`src/core/fault_flag_pkg.sv`:
```
// Constants shared by the regulator fault flag bank: register map, flag layout and timing.
// Assumes a single 200 MHz system clock and a synchronous active-high reset.
// Functional notes
// Aux undervoltage flag sets after 100 us below threshold; clears on recovery plus read.
// Aux overcurrent flag sets after current stays above threshold over 100 us.
// Aux overcurrent flag holds until current is below threshold and flag is read.
// CAN supply thermal flag sets when hot; clears after cooling and read.
// CAN supply undervoltage flag sets after 100 us low; clears on recovery and read.
// CAN supply overcurrent flag sets after 100 us; clears on recovery and read.
// Sense input low flag sets after 100 us low; clears on recovery and read.
// Battery undervoltage flag sets after 100 us low; clears on recovery and read.
// Logic supply overcurrent flag sets only in Normal mode after 100 us.
// Low-power overcurrent flag sets in low-power supply-on mode after 100 us.
// Logic supply thermal flag sets on thermal switch-off; clears after recovery and read.
// Short reset flag sets when reset pin low pulse is under 100 ms.
// Short reset flag clears only after the pulse ended and flag read.
// Battery fail flag sets below fail threshold; clears after recovery and read.
// Persistence filters restart whenever the condition drops before the filter time.

package fault_flag_pkg;

   localparam int CLK_MHZ            = 200;
   localparam int FILTER_TIME_US     = 100;
   localparam int FILTER_CYCLES      = FILTER_TIME_US * CLK_MHZ;
   localparam int SHORT_RESET_MS     = 100;
   localparam int SHORT_RESET_CYCLES = SHORT_RESET_MS * 1000 * CLK_MHZ;

   localparam int NUM_FLAGS = 12;

   // Flag positions in the flag, live-condition and enable registers.
   localparam int BIT_AUX_UV      = 0;
   localparam int BIT_AUX_OC      = 1;
   localparam int BIT_CAN_OT      = 2;
   localparam int BIT_CAN_UV      = 3;
   localparam int BIT_CAN_OC      = 4;
   localparam int BIT_SENSE_LOW   = 5;
   localparam int BIT_BATT_UV     = 6;
   localparam int BIT_LOGIC_OC_NM = 7;
   localparam int BIT_LOGIC_OC_LP = 8;
   localparam int BIT_LOGIC_OT    = 9;
   localparam int BIT_SHORT_RST   = 10;
   localparam int BIT_BATT_FAIL   = 11;

   // Flags whose set condition passes through the persistence filter.
   localparam logic [NUM_FLAGS-1:0] FILTERED_MASK = 12'h1FB;

   localparam int ADDR_W = 8;
   localparam logic [ADDR_W-1:0] OFS_FLAGS  = 8'h00;
   localparam logic [ADDR_W-1:0] OFS_LIVE   = 8'h04;
   localparam logic [ADDR_W-1:0] OFS_ENABLE = 8'h08;

   localparam logic [NUM_FLAGS-1:0] ENABLE_RESET = 12'hFFF;

   // The reset pin idles high, so its synchroniser bit starts high and no false pulse follows reset.
   localparam logic [NUM_FLAGS-1:0] SYNC_RESET = 12'h400;

   localparam logic [1:0] RESP_OKAY   = 2'h0;
   localparam logic [1:0] RESP_SLVERR = 2'h2;

endpackage : fault_flag_pkg

```
`src/core/regulator_fault_flags.sv`:
```
// Latched regulator and supply-monitor fault flags, read over an AXI4-Lite slave.
// Assumes the comparator outputs and the reset pin level arrive asynchronously from analog
// and pad logic; mode indications come from logic on the same clock.
//
// The register addresses and the AXI4-Lite register port were chosen for this implementation.
`timescale 1ns/1ps
`default_nettype none

module regulator_fault_flags
import fault_flag_pkg::*;
#(
   parameter int FILTER_LEN      = fault_flag_pkg::FILTER_CYCLES,
   parameter int SHORT_RESET_LEN = fault_flag_pkg::SHORT_RESET_CYCLES
)
(
   input  wire logic                              clk,
   input  wire logic                              srst,
   // Comparator and monitor levels, active high while the fault condition is present; resetPinLevel is low active.
   input  wire logic                              auxUnderVoltage,
   input  wire logic                              auxOverCurrent,
   input  wire logic                              canSupplyOverTemp,
   input  wire logic                              canSupplyUnderVoltage,
   input  wire logic                              canSupplyOverCurrent,
   input  wire logic                              senseInputBelow,
   input  wire logic                              primarySupplyBelow,
   input  wire logic                              logicSupplyOverCurrent,
   input  wire logic                              logicSupplyOverCurrentLp,
   input  wire logic                              logicSupplyThermalOff,
   input  wire logic                              resetPinLevel,
   input  wire logic                              primarySupplyBatFail,
   // Operating mode from the mode controller.
   input  wire logic                              normalMode,
   input  wire logic                              lowPowerVddOnMode,
   // Latched flags, for the SPI frame builder.
   output logic [fault_flag_pkg::NUM_FLAGS-1:0]   flags,
   // AXI4-Lite slave.
   input  wire logic [fault_flag_pkg::ADDR_W-1:0] awaddr,
   input  wire logic                              awvalid,
   output logic                                   awready,
   input  wire logic [31:0]                       wdata,
   input  wire logic [3:0]                        wstrb,
   input  wire logic                              wvalid,
   output logic                                   wready,
   output logic [1:0]                             bresp,
   output logic                                   bvalid,
   input  wire logic                              bready,
   input  wire logic [fault_flag_pkg::ADDR_W-1:0] araddr,
   input  wire logic                              arvalid,
   output logic                                   arready,
   output logic [31:0]                            rdata,
   output logic [1:0]                             rresp,
   output logic                                   rvalid,
   input  wire logic                              rready
);

   import fault_flag_pkg::*;

   localparam int SR_CNT_W = $clog2(SHORT_RESET_LEN + 2);
   localparam logic [SR_CNT_W-1:0] SR_LIMIT = SR_CNT_W'(SHORT_RESET_LEN);

   // Two-stage synchronisers for every asynchronous level.
   logic [NUM_FLAGS-1:0] asyncIn;
   logic [NUM_FLAGS-1:0] meta_ff;
   logic [NUM_FLAGS-1:0] sync_ff;

   assign asyncIn = {primarySupplyBatFail, resetPinLevel, logicSupplyThermalOff,
                     logicSupplyOverCurrentLp, logicSupplyOverCurrent, primarySupplyBelow,
                     senseInputBelow, canSupplyOverCurrent, canSupplyUnderVoltage,
                     canSupplyOverTemp, auxOverCurrent, auxUnderVoltage};

   always_ff @(posedge clk)
   begin
      if (srst)
      begin
         meta_ff <= SYNC_RESET;
         sync_ff <= SYNC_RESET;
      end
      else
      begin
         meta_ff <= asyncIn;
         sync_ff <= meta_ff;
      end
   end

   // The reset pin is low active; its synchroniser starts at the idle high level, so
   // leaving srst never looks like the end of a short low pulse.
   logic pinLow;
   logic pinLowPrev_ff;
   logic pinReleased;

   assign pinLow      = ~sync_ff[BIT_SHORT_RST];
   assign pinReleased = pinLowPrev_ff & ~pinLow;

   // Low-pulse length, saturating just past the short-pulse limit.
   logic [SR_CNT_W-1:0] lowCnt_ff;
   logic [SR_CNT_W-1:0] nxt_lowCnt;
   logic                lowSaturated;
   logic                shortPulseSeen;

   assign lowSaturated   = (lowCnt_ff > SR_LIMIT);
   assign nxt_lowCnt     = !pinLow ? '0 : (lowSaturated ? lowCnt_ff : lowCnt_ff + SR_CNT_W'(1));
   // A pulse is short if it ended before lasting the full limit.
   assign shortPulseSeen = pinReleased & (lowCnt_ff < SR_LIMIT);

   always_ff @(posedge clk)
   begin
      if (srst)
      begin
         pinLowPrev_ff <= 1'b0;
         lowCnt_ff     <= '0;
      end
      else
      begin
         pinLowPrev_ff <= pinLow;
         lowCnt_ff     <= nxt_lowCnt;
      end
   end

   // Set conditions and hold conditions for each flag.
   logic [NUM_FLAGS-1:0] setCond;
   logic [NUM_FLAGS-1:0] holdCond;
   logic [NUM_FLAGS-1:0] liveCond;

   assign setCond[BIT_AUX_UV]      = sync_ff[BIT_AUX_UV];
   assign setCond[BIT_AUX_OC]      = sync_ff[BIT_AUX_OC];
   assign setCond[BIT_CAN_OT]      = sync_ff[BIT_CAN_OT];
   assign setCond[BIT_CAN_UV]      = sync_ff[BIT_CAN_UV];
   assign setCond[BIT_CAN_OC]      = sync_ff[BIT_CAN_OC];
   assign setCond[BIT_SENSE_LOW]   = sync_ff[BIT_SENSE_LOW];
   assign setCond[BIT_BATT_UV]     = sync_ff[BIT_BATT_UV];
   assign setCond[BIT_LOGIC_OC_NM] = sync_ff[BIT_LOGIC_OC_NM] & normalMode;
   assign setCond[BIT_LOGIC_OC_LP] = sync_ff[BIT_LOGIC_OC_LP] & lowPowerVddOnMode;
   assign setCond[BIT_LOGIC_OT]    = sync_ff[BIT_LOGIC_OT];
   assign setCond[BIT_SHORT_RST]   = shortPulseSeen;
   assign setCond[BIT_BATT_FAIL]   = sync_ff[BIT_BATT_FAIL];

   // The mode-gated overcurrent flags clear once the current itself is below threshold,
   // whatever the mode; the short-reset flag is held while the pin is still low.
   assign holdCond[BIT_SHORT_RST-1:0]         = sync_ff[BIT_SHORT_RST-1:0];
   assign holdCond[BIT_SHORT_RST]             = pinLow;
   assign holdCond[NUM_FLAGS-1:BIT_SHORT_RST+1] = sync_ff[NUM_FLAGS-1:BIT_SHORT_RST+1];

   assign liveCond = {sync_ff[NUM_FLAGS-1:BIT_SHORT_RST+1], pinLow, sync_ff[BIT_SHORT_RST-1:0]};

   // Register file state.
   logic [NUM_FLAGS-1:0] enable_ff;
   logic                 flagReadClear;

   genvar gi;
   generate
      for (gi = 0; gi < NUM_FLAGS; gi++)
      begin : g_flag
         flag_latch
         #(
            .FILTER_CYCLES (FILTERED_MASK[gi] ? FILTER_LEN : 0)
         )
         u_latch
         (
            .clk       (clk),
            .srst      (srst),
            .enable    (enable_ff[gi]),
            .cond      (setCond[gi]),
            .hold      (holdCond[gi]),
            .readClear (flagReadClear),
            .flag      (flags[gi])
         );
      end
   endgenerate

   // Write channel: address and data are taken independently and the response
   // follows once both have arrived, held or taken in the same cycle.
   logic                  awHeld_ff;
   logic                  wHeld_ff;
   logic [ADDR_W-1:0]     awAddr_ff;
   logic [31:0]           wData_ff;
   logic [3:0]            wStrb_ff;
   logic                  bvalid_ff;
   logic [1:0]            bresp_ff;
   logic                  awTake;
   logic                  wTake;
   logic                  doWrite;
   logic [ADDR_W-1:0]     wrAddr;
   logic [31:0]           wrData;
   logic [3:0]            wrStrb;
   logic                  wrHitEnable;
   logic                  wrOkay;
   logic [NUM_FLAGS-1:0]  nxt_enable;

   assign awready = ~awHeld_ff & ~bvalid_ff;
   assign wready  = ~wHeld_ff & ~bvalid_ff;
   assign awTake  = awvalid & awready;
   assign wTake   = wvalid & wready;
   assign doWrite = (awHeld_ff | awTake) & (wHeld_ff | wTake) & ~bvalid_ff;
   assign wrAddr  = awHeld_ff ? awAddr_ff : awaddr;
   assign wrData  = wHeld_ff ? wData_ff : wdata;
   assign wrStrb  = wHeld_ff ? wStrb_ff : wstrb;

   assign wrHitEnable = (wrAddr == OFS_ENABLE);
   // Flag and live registers are read-only, so a write to them is refused as well.
   assign wrOkay      = wrHitEnable;
   assign nxt_enable  = {wrStrb[1] ? wrData[NUM_FLAGS-1:8] : enable_ff[NUM_FLAGS-1:8],
                         wrStrb[0] ? wrData[7:0] : enable_ff[7:0]};

   always_ff @(posedge clk)
   begin
      if (srst)
      begin
         awHeld_ff <= 1'b0;
         wHeld_ff  <= 1'b0;
         awAddr_ff <= '0;
         wData_ff  <= '0;
         wStrb_ff  <= '0;
         bvalid_ff <= 1'b0;
         bresp_ff  <= RESP_OKAY;
         enable_ff <= ENABLE_RESET;
      end
      else
      begin
         if (doWrite)
         begin
            awHeld_ff <= 1'b0;
            wHeld_ff  <= 1'b0;
            bvalid_ff <= 1'b1;
            bresp_ff  <= wrOkay ? RESP_OKAY : RESP_SLVERR;
            if (wrHitEnable)
            begin
               enable_ff <= nxt_enable;
            end
         end
         else
         begin
            if (awTake)
            begin
               awHeld_ff <= 1'b1;
               awAddr_ff <= awaddr;
            end
            if (wTake)
            begin
               wHeld_ff <= 1'b1;
               wData_ff <= wdata;
               wStrb_ff <= wstrb;
            end
            if (bvalid_ff & bready)
            begin
               bvalid_ff <= 1'b0;
            end
         end
      end
   end

   assign bvalid = bvalid_ff;
   assign bresp  = bresp_ff;

   // Read channel: one read at a time, answered the cycle after the address is taken.
   logic        rvalid_ff;
   logic [31:0] rdata_ff;
   logic [1:0]  rresp_ff;
   logic        arTake;
   logic        rdHitFlags;
   logic        rdHitLive;
   logic        rdHitEnable;
   logic [31:0] rdMux;

   assign arready     = ~rvalid_ff;
   assign arTake      = arvalid & arready;
   assign rdHitFlags  = (araddr == OFS_FLAGS);
   assign rdHitLive   = (araddr == OFS_LIVE);
   assign rdHitEnable = (araddr == OFS_ENABLE);
   assign rdMux       = rdHitFlags  ? 32'(flags) :
                        rdHitLive   ? 32'(liveCond) :
                        rdHitEnable ? 32'(enable_ff) : 32'h0000_0000;
   // Reading the flag word is the host's acknowledge; the returned word is the
   // value before clearing, and any flag set in that same cycle survives.
   assign flagReadClear = arTake & rdHitFlags;

   always_ff @(posedge clk)
   begin
      if (srst)
      begin
         rvalid_ff <= 1'b0;
         rdata_ff  <= 32'h0000_0000;
         rresp_ff  <= RESP_OKAY;
      end
      else if (arTake)
      begin
         rvalid_ff <= 1'b1;
         rdata_ff  <= rdMux;
         rresp_ff  <= (rdHitFlags | rdHitLive | rdHitEnable) ? RESP_OKAY : RESP_SLVERR;
      end
      else if (rready)
      begin
         rvalid_ff <= 1'b0;
      end
   end

   assign rvalid = rvalid_ff;
   assign rdata  = rdata_ff;
   assign rresp  = rresp_ff;

endmodule : regulator_fault_flags

`default_nettype wire

```
`src/core/flag_latch.sv`:
```
// One latched diagnostic flag with an optional persistence filter and read-to-clear.
// Assumes cond and hold are already synchronous to clk.
`timescale 1ns/1ps
`default_nettype none

module flag_latch
#(
   parameter int FILTER_CYCLES = 20000,
   parameter int CNT_W         = $clog2(FILTER_CYCLES + 2)
)
(
   input  wire logic clk,
   input  wire logic srst,
   input  wire logic enable,
   input  wire logic cond,
   input  wire logic hold,
   input  wire logic readClear,
   output logic      flag
);

   logic [CNT_W-1:0] cnt_ff;
   logic [CNT_W-1:0] nxt_cnt;
   logic             flag_ff;
   logic             nxt_flag;
   logic             atLimit;
   logic             setNow;

   localparam logic [CNT_W-1:0] LIMIT = CNT_W'(FILTER_CYCLES);

   assign atLimit = (cnt_ff == LIMIT);
   // The count restarts from zero as soon as the condition drops, so short glitches never set.
   assign nxt_cnt = !cond ? '0 : (atLimit ? cnt_ff : cnt_ff + CNT_W'(1));
   assign setNow  = enable & cond & atLimit;
   // A set in the same cycle as a read wins over the clear.
   assign nxt_flag = setNow | (flag_ff & ~(readClear & ~hold));

   always_ff @(posedge clk)
   begin
      if (srst)
      begin
         cnt_ff  <= '0;
         flag_ff <= 1'b0;
      end
      else
      begin
         cnt_ff  <= nxt_cnt;
         flag_ff <= nxt_flag;
      end
   end

   assign flag = flag_ff;

endmodule : flag_latch

`default_nettype wire

```
`config.mk`:
```
export PLATFORM = sky130hd
export DESIGN_NAME = regulator_fault_flags
export DESIGN_NICKNAME = d
export VERILOG_FILES = /design/src/core/fault_flag_pkg.sv /design/src/core/regulator_fault_flags.sv /design/src/core/flag_latch.sv
export SDC_FILE = /design/constraint.sdc
export NUM_CORES = 1
export LEC_CHECK = 0
export BUFFER_PORTS_ARGS = -buffer_cell sky130_fd_sc_hd__buf_2
export CAP_MARGIN = 20
export CORE_ASPECT_RATIO = 1.4
export CORE_UTILIZATION = 59
export DETAILED_ROUTE_END_ITERATION = 8
export HOLD_SLACK_MARGIN = 0.06
export PLACE_DENSITY = 0.8
export SLEW_MARGIN = 20
export SYNTH_ARGS = -nofsm -noshare
export SYNTH_HDL_FRONTEND = slang
export SYNTH_HIERARCHICAL = 1
export SYNTH_SLANG_ARGS = --single-unit
```
`constraint.sdc`:
```
create_clock -name clk -period 2.8 [get_ports clk]
set_input_delay 0.28 -clock clk [delete_from_list [all_inputs] [get_ports clk]]
set_output_delay 0.28 -clock clk [all_outputs]
set_load 0.03 [all_outputs]
```
Yosys cells after proc, flatten, opt, wreduce, memory -nomap -nowiden:

Cells that the tools add are included.
Widths: inputs -> output; s select.

* bits in registers: 260
* logic and storage cells: 212
* output and inout port bits: 53

* magnitude comparators: 2
* equality and inequality tests: 11
* bitwise operators: 113
* mux-type cells: 12
* reductions and logical operators: 21
* add/subtract/negate cells: 13

Operators with widths (number)
* $add 15x1->15 const B: 8
* $eq 15x15->1 const B: 8
* $and 1x1->1: 61
* $mux 12: 4
* $not 1->1: 36
* $add 25x1->25 const B: 1
* $gt 25x25->1 const B: 1
* $lt 25x25->1 const B: 1
* $reduce_or 2->1: 10
* $eq 8x4->1 const B: 2
* $or 1x1->1: 16
* $reduce_or 3->1: 4
* $eq 8x3->1 const B: 1
* $logic_not 8->1: 1
* $mux 8: 1
* $mux 2: 3
* $reduce_and 3->1: 2
* $add 1x1->1 const B: 4
* $mux 1: 4
* $reduce_and 2->1: 2
* $reduce_bool 2->1: 2

Longest topological paths before layout:

Gate-level depths: netlist (run 1).

* word-level depth: 8
* mapped depth: 10

Modules after synthesis:

The synthesis (run 1) kept the hierarchy.

By module, submodules not included
* flag_latch at g_flag[0].u_latch ...: cells an instance 92, instances 8, sequential area each 320.3 um2, area each 818.3 um2
* regulator_fault_flags: cells an instance 485, instances 1, sequential area each 2042.0 um2, area each 4370.4 um2
* flag_latch at g_flag[10].u_latch ...: cells an instance 7, instances 4, sequential area each 40.0 um2, area each 68.8 um2

Least setup slack after synthesis (run 1):

Ideal clock, no wire load.

* path type: flip-flop to flip-flop
* from: reg rvalid_ff (netlist: rvalid)
* to: reg g_flag[0].u_latch.flag_ff
* buffers on the path: 1
* path slack: 0.570 ns
* data arrival time: 2.115 ns
* stages on the path, launching flop included: 8
* cells stage by stage: dfxtp_1 -> inv_1 -> nand2_1 -> clkbuf_1 -> nor4_1 -> nor2b_1 -> nor3b_1 -> a31o_1

* cells in the longest elaborated chain, start to end: 7

Ends and longest elaborated chain
* start, declared: line regulator_fault_flags.sv:255 `logic rvalid_ff;`
* start signal, assigned: line regulator_fault_flags.sv:280 `rvalid_ff <= 1'b0;`
* start signal, assigned: line regulator_fault_flags.sv:286 `rvalid_ff <= 1'b1;`
* start signal, assigned: line regulator_fault_flags.sv:292 `rvalid_ff <= 1'b0;`
* $not 1->1: line regulator_fault_flags.sv:264 `assign arready = ~rvalid_ff;`
* named net arready: line regulator_fault_flags.sv:49 `output logic arready,`
* $and 1x1->1: line regulator_fault_flags.sv:265 `assign arTake = arvalid & arready;`
* $and 1x1->1: line regulator_fault_flags.sv:274 `assign flagReadClear = arTake & rdHitFlags;`
* named net flagReadClear: line regulator_fault_flags.sv:147 `logic flagReadClear;`
* $and 1x1->1: line flag_latch.sv:35 `assign nxt_flag = setNow | (flag_ff & ~(readClear & ~hold));`
* $not 1->1: line flag_latch.sv:35
* $and 1x1->1: line flag_latch.sv:35
* $or 1x1->1: line flag_latch.sv:35
* end signal, assigned: line flag_latch.sv:47 `flag_ff <= nxt_flag;`
* end, declared: line flag_latch.sv:23 `logic flag_ff;`

The timed path passes the listed nets, and every way through them passes these cells.
A chain may end at the register's enable or synchronous reset.

Worst setup path after layout (run 1):

* from: reg lowCnt_ff[9]
* to: reg lowCnt_ff[18]

* cells in the longest elaborated chain, start to end: 1
* elaborated cells between the ends (all ways): 2
* classes of those cells: add/sub (1); order compare (1)

Ends and longest elaborated chain
* start, declared: line regulator_fault_flags.sv:95 `logic [SR_CNT_W-1:0] lowCnt_ff;`
* start signal, assigned: line regulator_fault_flags.sv:115 `lowCnt_ff <= nxt_lowCnt;`
* $add 25x1->25 or $gt 25x25->1 (tied branches): line regulator_fault_flags.sv:101, regulator_fault_flags.sv:100

Several ways; a longest one is shown, not always the timed one.

==> results.json, run 1 <==
{
  "synthTopCellsByArea": "dfxtp_1 43%, mux2i_1 6.8%, a21oi_1 3.8%, nand2_1 3.8%, or4_1 2.5%",
  "synth_seq_area_share_pct": 42.57,
  "syn_area_per_cell_um2": 8.961,
  "p_per_area_nw_per_um2": 575.1,
  "crit_family": "simple AND/OR/NAND/NOR gates",
  "placement.io_buffers": 81,
  "hold_path_depth": 4,
  "cts-root-buf": "clkbuf_16",
  "routed_via_density": 5.887,
  "worst_slew_pin_slew_ns": 0.9430,
  "antennaDiodeCount": 0,
  "cts_max_path_buffers": 3,
  "vdd_drop_max_uv": 483.7,
  "num_io_pins": 126,
  "gr-total-overflow": 0,
  "max_cap_viol_count": 0,
  "cts_buffers": 23,
  "final_nets": 1436,
  "worstPathCellList": "or4b_1, nor3_2, nand4b_1, o21a_2, or4_1, a21oi_1",
  "core_um2": 18600,
  "grtUsageTotal_pct": 24.99,
  "setup.worst_path.start_class": "flop",
  "finalSetupTns_ns": 0,
  "drive_above_1_share_pct": 12.93,
  "ys_warn_count": 6,
  "cts.clk_slew.worst_paths_ns": 0.07,
  "synth_edf_count": 0,
  "grt_antenna_before_repair": 0,
  "vias": 9448,
  "ant_nets": 0,
  "cts_tree": "done",
  "stdcell_count": 1605,
  "setup_viol": 0,
  "yosysTopAreaCell": "dfxtp_1",
  "synth_flop_cell": "dfxtp_1",
  "r2r_end": "lowCnt_ff[18]",
  "die_area_um2": 19530,
  "final_core_util_pct": 69.34,
  "synth_top_area_share_pct": 42.57,
  "hold_viol": 0,
  "insertion_delay_ns": 0.51,
  "hold_start": "bready",
  "fin_crit_sh_pct": 88.96,
  "grt_pass1_vias": 8954,
  "dp_cells": 1531,
  "reg2reg_from": "lowCnt_ff[9]",
  "yosys_register_bits": 238,
  "gp_congestion": 0.8285,
  "grt_setup_unrepaired": "no",
  "placementRows": 59,
  "wl_per_cell_um": 15.27,
  "hpwl_mm": 16.33,
  "grt_max_degree": 44,
  "required_ns": 3.23,
  "slew_headroom_pct": 37.00,
  "start_util_pct": 60.16,
  "outcome": "finished, final reports clean",
  "synth.distinct_cells": 57,
  "cp_slowest_stage_delay_ns": 0.58,
  "h-tree-depth": 1,
  "crit_type": "flop to flop",
  "worstSetupEndpointType": "flop",
  "drtIter0Drc": 659,
  "r2r_cells": 6,
  "path_buf_inv": 0,
  "die_h_um": 165.0,
  "netlist_area_um2": 11190,
  "wl_mm": 24.51,
  "skew_ns": 0.007023,
  "p_total_mw": 7.418,
  "synth-async-reset-ratio_pct": 0,
  "post-route-min-period_ns": 2.491,
  "die_w_um": 118.4,
  "grt_pass1_wl_mm": 40.99,
  "drtPass1Iterations": 5,
  "hold_end": "bvalid",
  "synthCells": 1249,
  "cts_setup_buffers": 0,
  "path_max_fanout": 43,
  "slew_violations": 0,
  "fmax_mhz": 401.4,
  "arrival_ns": 2.92,
  "drc": 0,
  "clock_sinks": 238,
  "power.leakage_nw": 4.393,
  "areaGrowthSynthToFinish_pct": 15.26,
  "holdCritPathClass": "primary input to flop",
  "crit_path_top_delay_cell": "or4_1",
  "regToRegSetupSlack_ns": 0.31
}
-- synth_stat cells, types with 12 or more instances --
cell type and instances:
ha_1 18, nand2_1 112, nor4_1 28, nor2_1 47, nand4_1 29, and2_1 12, a21oi_1 85, dfxtp_1 238
nand3_1 52, nor2b_1 43, buf_4 23, inv_1 42, or3_1 32, o21a_1 17, nor3_1 17, clkbuf_1 52
o31ai_1 36, mux2i_1 76, nand2b_1 44, o21ai_0 50, or4_1 38, or4b_4 16
-- area by class of cell --
cell class | instances | area, um2
inverters | 42 | 157.7
clock inverters | 14 | 227.7
fillers | 1468 | 5703
repair buffers | 130 | 855.8
well taps | 244 | 305.3
clock buffers | 27 | 630.6
flip-flops and latches | 238 | 4765
multi-input cells | 910 | 5958
-- registers in the layout, summed over array words and instances, names as in the netlist --
register	flops
rdata	12
bresp	1
g_flag.u_latch/flag	12
rvalid	1
lowCnt_ff	25
wHeld_ff	1
awHeld_ff	1
wStrb_ff	2
sync_ff	12
pinLowPrev_ff	1
bvalid	1
meta_ff	12
wData_ff	12
awAddr_ff	8
rresp	1
enable_ff	12
g_flag.u_latch/cnt_ff	124
-- what timing repair did --
action                                 in CTS  in global routing
endpoints found under the hold margin      32                  0
gates resized for setup                     0                  0
hold buffers                               33                  0
-- routing by layer --
layer	vias to the layer above	wire length, um	global-route usage (%)
met5	-	0	0
met4	0	904	10.99
met3	65	910	3.315
met2	198	12400	46.23
met1	4481	10290	28.73
li1	4704	-	-
-- worst min-delay path: stages --
cell and delay (ns):
buf_2 0.10, inv_1 0.04, a21oi_1 0.05, nor2_1 0.07
-- worst max path at each step --
| stage | startpoint | to | slack (ns) | depth (start not counted) |
|---|---|---|---|---|
| 2_1_floorplan | rvalid | g_flag[0].u_latch/flag | 0.57 | 7 |
| 5_1_grt | lowCnt_ff[9] | lowCnt_ff[18] | 0.19 | 6 |
| 3_5_place_dp | lowCnt_ff[9] | lowCnt_ff[18] | 0.39 | 6 |
| 6_report | lowCnt_ff[9] | lowCnt_ff[18] | 0.31 | 6 |
| 4_1_cts | lowCnt_ff[9] | lowCnt_ff[18] | 0.34 | 6 |
| 3_3_place_gp | lowCnt_ff[9] | lowCnt_ff[18] | 0.46 | 6 |
-- metrics by stage --
stage / hold WS, ns / area [um2] / setup slack (ns)
after global routing: 0.08423 / 12900 / 0.1947
after CTS: 0.06006 / 12900 / 0.3386
after global placement: 0.4098 / 11710 / 0.4561
final: 0.07118 / 12900 / 0.3090
after floorplan: 0.3790 / 11270 / 0.5697
after detailed placement: 0.4127 / 11710 / 0.3947
-- power breakdown --
| part | switching [mW] | leakage [nW] | internal, mW |
|---|---|---|---|
| Clock | 1.32 | 0.417 | 2.16 |
| Sequential | 0.0428 | 1.93 | 3.45 |
| Combinational | 0.275 | 2.05 | 0.169 |
-- cells by family (layout without fill, tap and decap cells) --
kind of cell,count (synthesis),after routing,synth area share (%)
adder cells (fa/ha/maj),18,18,2.012
flip-flops,238,238,42.57
other,5,26,0.1677
AND/OR/NAND/NOR,522,522,28.14
buffers and inverters,122,213,4.953
multiplexers,76,76,6.797
AO/OA/AOI/OAI,251,251,14.03
XOR/XNOR,17,17,1.330
-- placed cells by master (no fill, tap or decap), types with 26 or more instances in the layout --
cell	Yosys	final
buf_2	2	81
nor2b_1	43	43
conb_1	5	26
dlygate4sd3_1	0	33
or3_1	32	32
nor4_1	28	27
nand3_1	52	52
inv_1	42	42
nand2_1	112	112
o21ai_0	50	50
o31ai_1	36	36
nand2b_1	44	44
or4_1	38	38
mux2i_1	76	76
dfxtp_1	238	238
nor2_1	47	47
a21oi_1	85	85
nand4_1	29	29
(Power assumes the default switching activity.)
==> run 2, diff against run 1 <==
CORE_ASPECT_RATIO = 1.1   (was 1.4)
CTS_BUF_LIST = sky130_fd_sc_hd__clkbuf_16   (was default)
TNS_END_PERCENT = 20   (was default)
==> run 2 against run 1 <==
Clock skew increased by 0.0054 ns. Combinational power increased by 2%. Design area decreased by 0.72%. Sequential share of layout area increased by 0.27 points. Flip-flop and latch count unchanged. Clock-buffer cell count decreased by 2. Power decreased by 7.3%. Wire length increased by 3.4%. Critical path depth unchanged. Via count increased by 1.4%. Sequential power about the same. Critical endpoint unchanged. Largest cell class unchanged. Largest power group unchanged.
==> results.json, run 2 (synthesis gave the netlist of run 1 again) <==
{
  "crit_path_top_delay_cell": "or4_1",
  "start_util_pct": 60.57,
  "grt_pass1_vias": 8937,
  "cp_slowest_stage_delay_ns": 0.57,
  "wl_mm": 25.34,
  "worstPathCellList": "or4b_1, nor3_2, nand4b_1, o21a_2, or4_1, a21oi_1",
  "gr-total-overflow": 0,
  "h-tree-depth": 1,
  "drtIter0Drc": 535,
  "wl_per_cell_um": 15.72,
  "arrival_ns": 2.86,
  "placementRows": 52,
  "num_io_pins": 126,
  "hpwl_mm": 16.68,
  "hold_start": "bready",
  "regToRegSetupSlack_ns": 0.38,
  "die_area_um2": 19520,
  "path_max_fanout": 43,
  "ant_nets": 0,
  "final_nets": 1442,
  "skew_ns": 0.01240,
  "grtUsageTotal_pct": 25.48,
  "clock_sinks": 238,
  "vias": 9580,
  "top_regs": "g_flag.u_latch/cnt_ff: 124 flops, lowCnt_ff: 25 flops",
  "setup_viol": 0,
  "max_cap_viol_count": 0,
  "areaGrowthSynthToFinish_pct": 14.43,
  "drc": 0,
  "grt_pass1_wl_mm": 41.81,
  "grt_antenna_before_repair": 0,
  "die_w_um": 133.3,
  "finalWorstSetupSlack_ns": 0.3765,
  "r2r_end": "lowCnt_ff[18]",
  "crit_type": "flop to flop",
  "drive_above_1_share_pct": 12.56,
  "cts_max_path_buffers": 3,
  "cts.clk_slew.worst_paths_ns": 0.06,
  "holdCritPathClass": "primary input to flop",
  "placement.io_buffers": 81,
  "fmax_mhz": 412.6,
  "r2r_cells": 6,
  "grt_setup_unrepaired": "no",
  "vdd_drop_max_uv": 457.3,
  "power.leakage_nw": 4.376,
  "slew_violations": 0,
  "drtPass1Iterations": 5,
  "reg2reg_from": "lowCnt_ff[9]",
  "pre_cts_slack_ns": 0.4073,
  "fin_crit_sh_pct": 86.55,
  "regMostFlops": "g_flag.u_latch/cnt_ff",
  "post-route-min-period_ns": 2.424,
  "cts_setup_buffers": 0,
  "cts_tree": "done",
  "hold_viol": 0,
  "worst_slew_pin_slew_ns": 0.9366,
  "hold_path_depth": 4,
  "slew_headroom_pct": 37.37,
  "finalSetupTns_ns": 0,
  "routed_via_density": 5.943,
  "outcome": "finished, final reports clean",
  "worstSetupEndpointType": "flop",
  "die_h_um": 146.5,
  "insertion_delay_ns": 0.51,
  "gp_congestion": 0.8619,
  "layout.cells.most_common": "dfxtp_1",
  "cts-root-buf": "clkbuf_16",
  "grt_max_degree": 44,
  "layout_common_cells": "238 x dfxtp_1, 112 x nand2_1, 85 x a21oi_1",
  "post_cts_resize_count": 0,
  "p_per_area_nw_per_um2": 536.7,
  "setup.worst_path.start_class": "flop",
  "cts_buffers": 25,
  "hold_end": "bvalid",
  "fillers": 1426,
  "required_ns": 3.23,
  "antennaDiodeCount": 0,
  "core_um2": 18480,
  "largest_register_ffs": 124
}
run 2: layout make-up:
| class | count | area, um2 | area share (%) |
|---|---|---|---|
| inverters | 42 | 157.7 | 1.231 |
| clock inverters | 20 | 88.84 | 0.6936 |
| well taps | 243 | 304.0 | 2.374 |
| flip-flops and latches | 238 | 4765 | 37.20 |
| multi-input cells | 910 | 5973 | 46.64 |
| clock buffers | 25 | 625.6 | 4.885 |
| repair buffers | 134 | 893.4 | 6.975 |
run 2: where the power goes:
group          total (mW)  switching (mW)  internal, mW
clock                2.93            1.31          1.61
combinational       0.452           0.281         0.172
sequential           3.49          0.0440          3.45
run 2: worst max-delay path, delay by kind of cell (launching register included):
kind	cells	cell delay, ns
simple gates	4	1.47
flops	1	0.38
compound gates	2	0.49
run 2: repair_timing:
item / 4_1_cts / 5_1_grt
hold buffers: 36 / 0
setup endpoints to repair: 0 / 0
hold endpoints to repair: 35 / 0
run 2: metrics by stage:
step	power, mW	util, %	hold WS [ns]	area (um2)	instances
floorplan	3.850	-	0.3790	11270	1270
global placement	3.954	63.50	0.3994	11730	1531
detailed placement	3.963	63.50	0.3960	11730	1531
CTS	6.915	69.31	0.06139	12810	1612
global route	7.130	69.31	0.09685	12810	1612
finish	6.874	69.31	0.08143	12810	1612
run 2: worst max-delay path by stage:
stage,start,end,slack [ns],cells after the start
6_report,lowCnt_ff[9],lowCnt_ff[18],0.38,6
5_1_grt,lowCnt_ff[9],lowCnt_ff[7],0.23,6
4_1_cts,lowCnt_ff[9],lowCnt_ff[18],0.38,6
3_5_place_dp,lowCnt_ff[9],lowCnt_ff[18],0.41,6
3_3_place_gp,lowCnt_ff[9],lowCnt_ff[18],0.46,6
2_1_floorplan,rvalid,g_flag[0].u_latch/flag,0.57,7
run 2: routing by layer:
metal	track usage, %	share of wire, %
met1	31.65	43
met2	44.35	50
met3	3.993	4.7
met4	9.261	2.8
met5	0	0
==> run 3, diff against run 2 <==
RECOVER_POWER = 25   (was default)
==> run 3 against run 2 <==
Die area is the same. Non-clock buffer count is the same. Power is essentially flat. Core utilization shrank 0.26 points. Fmax grew 0.29%. Combinational power shrank 2%. Critical path type unchanged. Critical endpoint unchanged. Largest cell class unchanged.
==> results.json, run 3 (synthesis gave the netlist of run 1 again) <==
{
  "outcome": "finished, final reports clean",
  "switching_share_pct": 23.88,
  "grt_pass1_wl_mm": 41.81,
  "start_util_pct": 60.57,
  "crit_family": "simple AND/OR/NAND/NOR gates",
  "regToRegSetupSlack_ns": 0.38,
  "grt_pass1_vias": 8937,
  "crit_path_top_delay_cell": "or4_1",
  "holdCritPathClass": "primary input to flop",
  "setup.worst_path.start_class": "flop",
  "drtIter0Drc": 577,
  "cts_setup_buffers": 0,
  "fin_crit_sh_pct": 86.30,
  "grtUsageTotal_pct": 25.48,
  "whs_ns": 0.08023,
  "r2r_end": "lowCnt_ff[18]",
  "die_h_um": 146.5,
  "grt_max_degree": 44,
  "finalSetupTns_ns": 0,
  "skew_ns": 0.01299,
  "post-route-min-period_ns": 2.416,
  "wl_mm": 25.30,
  "seqPwrFrac_pct": 50.8,
  "clock_sinks": 238,
  "placement.io_buffers": 81,
  "path_buf_inv": 0,
  "cts_tree": "done",
  "top_regs": "g_flag.u_latch/cnt_ff: 124 flops, lowCnt_ff: 25 flops",
  "reg2reg_from": "lowCnt_ff[9]",
  "crit_type": "flop to flop",
  "power.leakage_nw": 4.252,
  "arrival_ns": 2.85,
  "layout_common_cells": "238 x dfxtp_1, 112 x nand2_1, 85 x a21oi_1",
  "hold_path_depth": 4,
  "grt_setup_unrepaired": "no",
  "dpl-instance-area_um2": 11730,
  "p_per_area_nw_per_um2": 538.4,
  "path_max_fanout": 43,
  "drc": 0,
  "vdd_drop_max_uv": 457.2,
  "final_area_um2": 12760,
  "areaGrowthSynthToFinish_pct": 14.00,
  "cts-root-buf": "clkbuf_16",
  "fmax_mhz": 413.8,
  "num_io_pins": 126,
  "insertion_delay_ns": 0.51,
  "max_cap_viol_count": 0,
  "routed_via_density": 5.952,
  "regMostFlops": "g_flag.u_latch/cnt_ff",
  "cts_buffers": 25,
  "h-tree-depth": 1,
  "layout.cells.most_common": "dfxtp_1",
  "required_ns": 3.23,
  "antennaDiodeCount": 0,
  "setup_viol": 0,
  "hold_start": "bready",
  "worst_slew_pin_slew_ns": 1.292,
  "final_core_util_pct": 69.05,
  "grt_antenna_before_repair": 0,
  "slew_violations": 0,
  "placementRows": 52,
  "gp_congestion": 0.8619,
  "hold_end": "bvalid",
  "clkPwrFrac_pct": 42.7,
  "drtPass1Iterations": 5,
  "core_um2": 18480,
  "die_area_um2": 19520,
  "final_nets": 1442,
  "hold_viol": 0,
  "worstPathCellList": "or4b_1, nor3_2, nand4b_1, o21a_2, or4_1, a21oi_1",
  "cts.clk_slew.worst_paths_ns": 0.06,
  "r2r_cells": 6,
  "hpwl_mm": 16.68,
  "drive_above_1_share_pct": 10.30,
  "wl_per_cell_um": 15.70,
  "die_w_um": 133.3,
  "combPwrFrac_pct": 6.5,
  "gr-total-overflow": 0,
  "cp_slowest_stage_delay_ns": 0.57,
  "post_cts_resize_count": 0,
  "largest_register_ffs": 124,
  "ant_nets": 0,
  "vias": 9594,
  "slew_headroom_pct": 13.88,
  "cts_max_path_buffers": 3,
  "worstSetupEndpointType": "flop",
  "p_int_mw": 5.229,
  "power_switching_mw": 1.641
}
[run 3: cell count changes in the layout (fill, tap and decap cells not counted)]
cell      change
buf_4         -4
buf_2        -27
clkbuf_1     +31
[run 3: layout make-up]
type                       instances  area, um2
inverter                          42      157.7
clock buffer                      25      625.6
sequential                       238       4765
timing repair buffer             134      844.6
clock inverter                    20      88.84
multi-input combinational        910       5973
tap                              243      304.0
fill                            1446       5719
[run 3: power by group through the flow]
stage | clock (mW) | combinational [mW] | sequential, mW
floorplan | 0 | 0.261 | 3.59
global placement | 0 | 0.392 | 3.56
detailed placement | 0 | 0.398 | 3.56
CTS | 2.98 | 0.440 | 3.49
global route | 3.15 | 0.479 | 3.50
finish | 2.93 | 0.445 | 3.49
[run 3: timing repair]
item                                   CTS  global route
hold buffers                            36             0
endpoints found under the hold margin   35             0
setup endpoints to repair                0             0
[run 3: how the worst max path moves through the flow]
stage               slack [ns]  cells after the start    startpoint                endpoint
finish                    0.38                      6  lowCnt_ff[9]           lowCnt_ff[18]
global placement          0.46                      6  lowCnt_ff[9]           lowCnt_ff[18]
floorplan                 0.57                      7        rvalid  g_flag[0].u_latch/flag
global route              0.23                      6  lowCnt_ff[9]            lowCnt_ff[7]
CTS                       0.38                      6  lowCnt_ff[9]           lowCnt_ff[18]
detailed placement        0.41                      6  lowCnt_ff[9]           lowCnt_ff[18]
[run 3: per-layer routing]
| metal | GRT usage, % | up-vias | part of all wire (%) |
|---|---|---|---|
| met5 | 0 | - | 0 |
| met4 | 9.261 | 0 | 2.7 |
| met3 | 3.993 | 50 | 5.0 |
| met2 | 44.35 | 247 | 50 |
| met1 | 31.65 | 4577 | 42 |
| li1 | - | 4720 | - |
[run 3: tightest hold or removal path: stages]
cell and delay, ns:
buf_2 0.10, inv_1 0.04, a21oi_1 0.05, nor2_1 0.08
[run 3: through the flow]
stage / worst slack [ns] / power [mW] / instances
CTS: 0.3820 / 6.915 / 1612
global route: 0.2300 / 7.124 / 1612
global placement: 0.4566 / 3.954 / 1531
detailed placement: 0.4073 / 3.963 / 1531
finish: 0.3836 / 6.870 / 1612
floorplan: 0.5697 / 3.850 / 1270
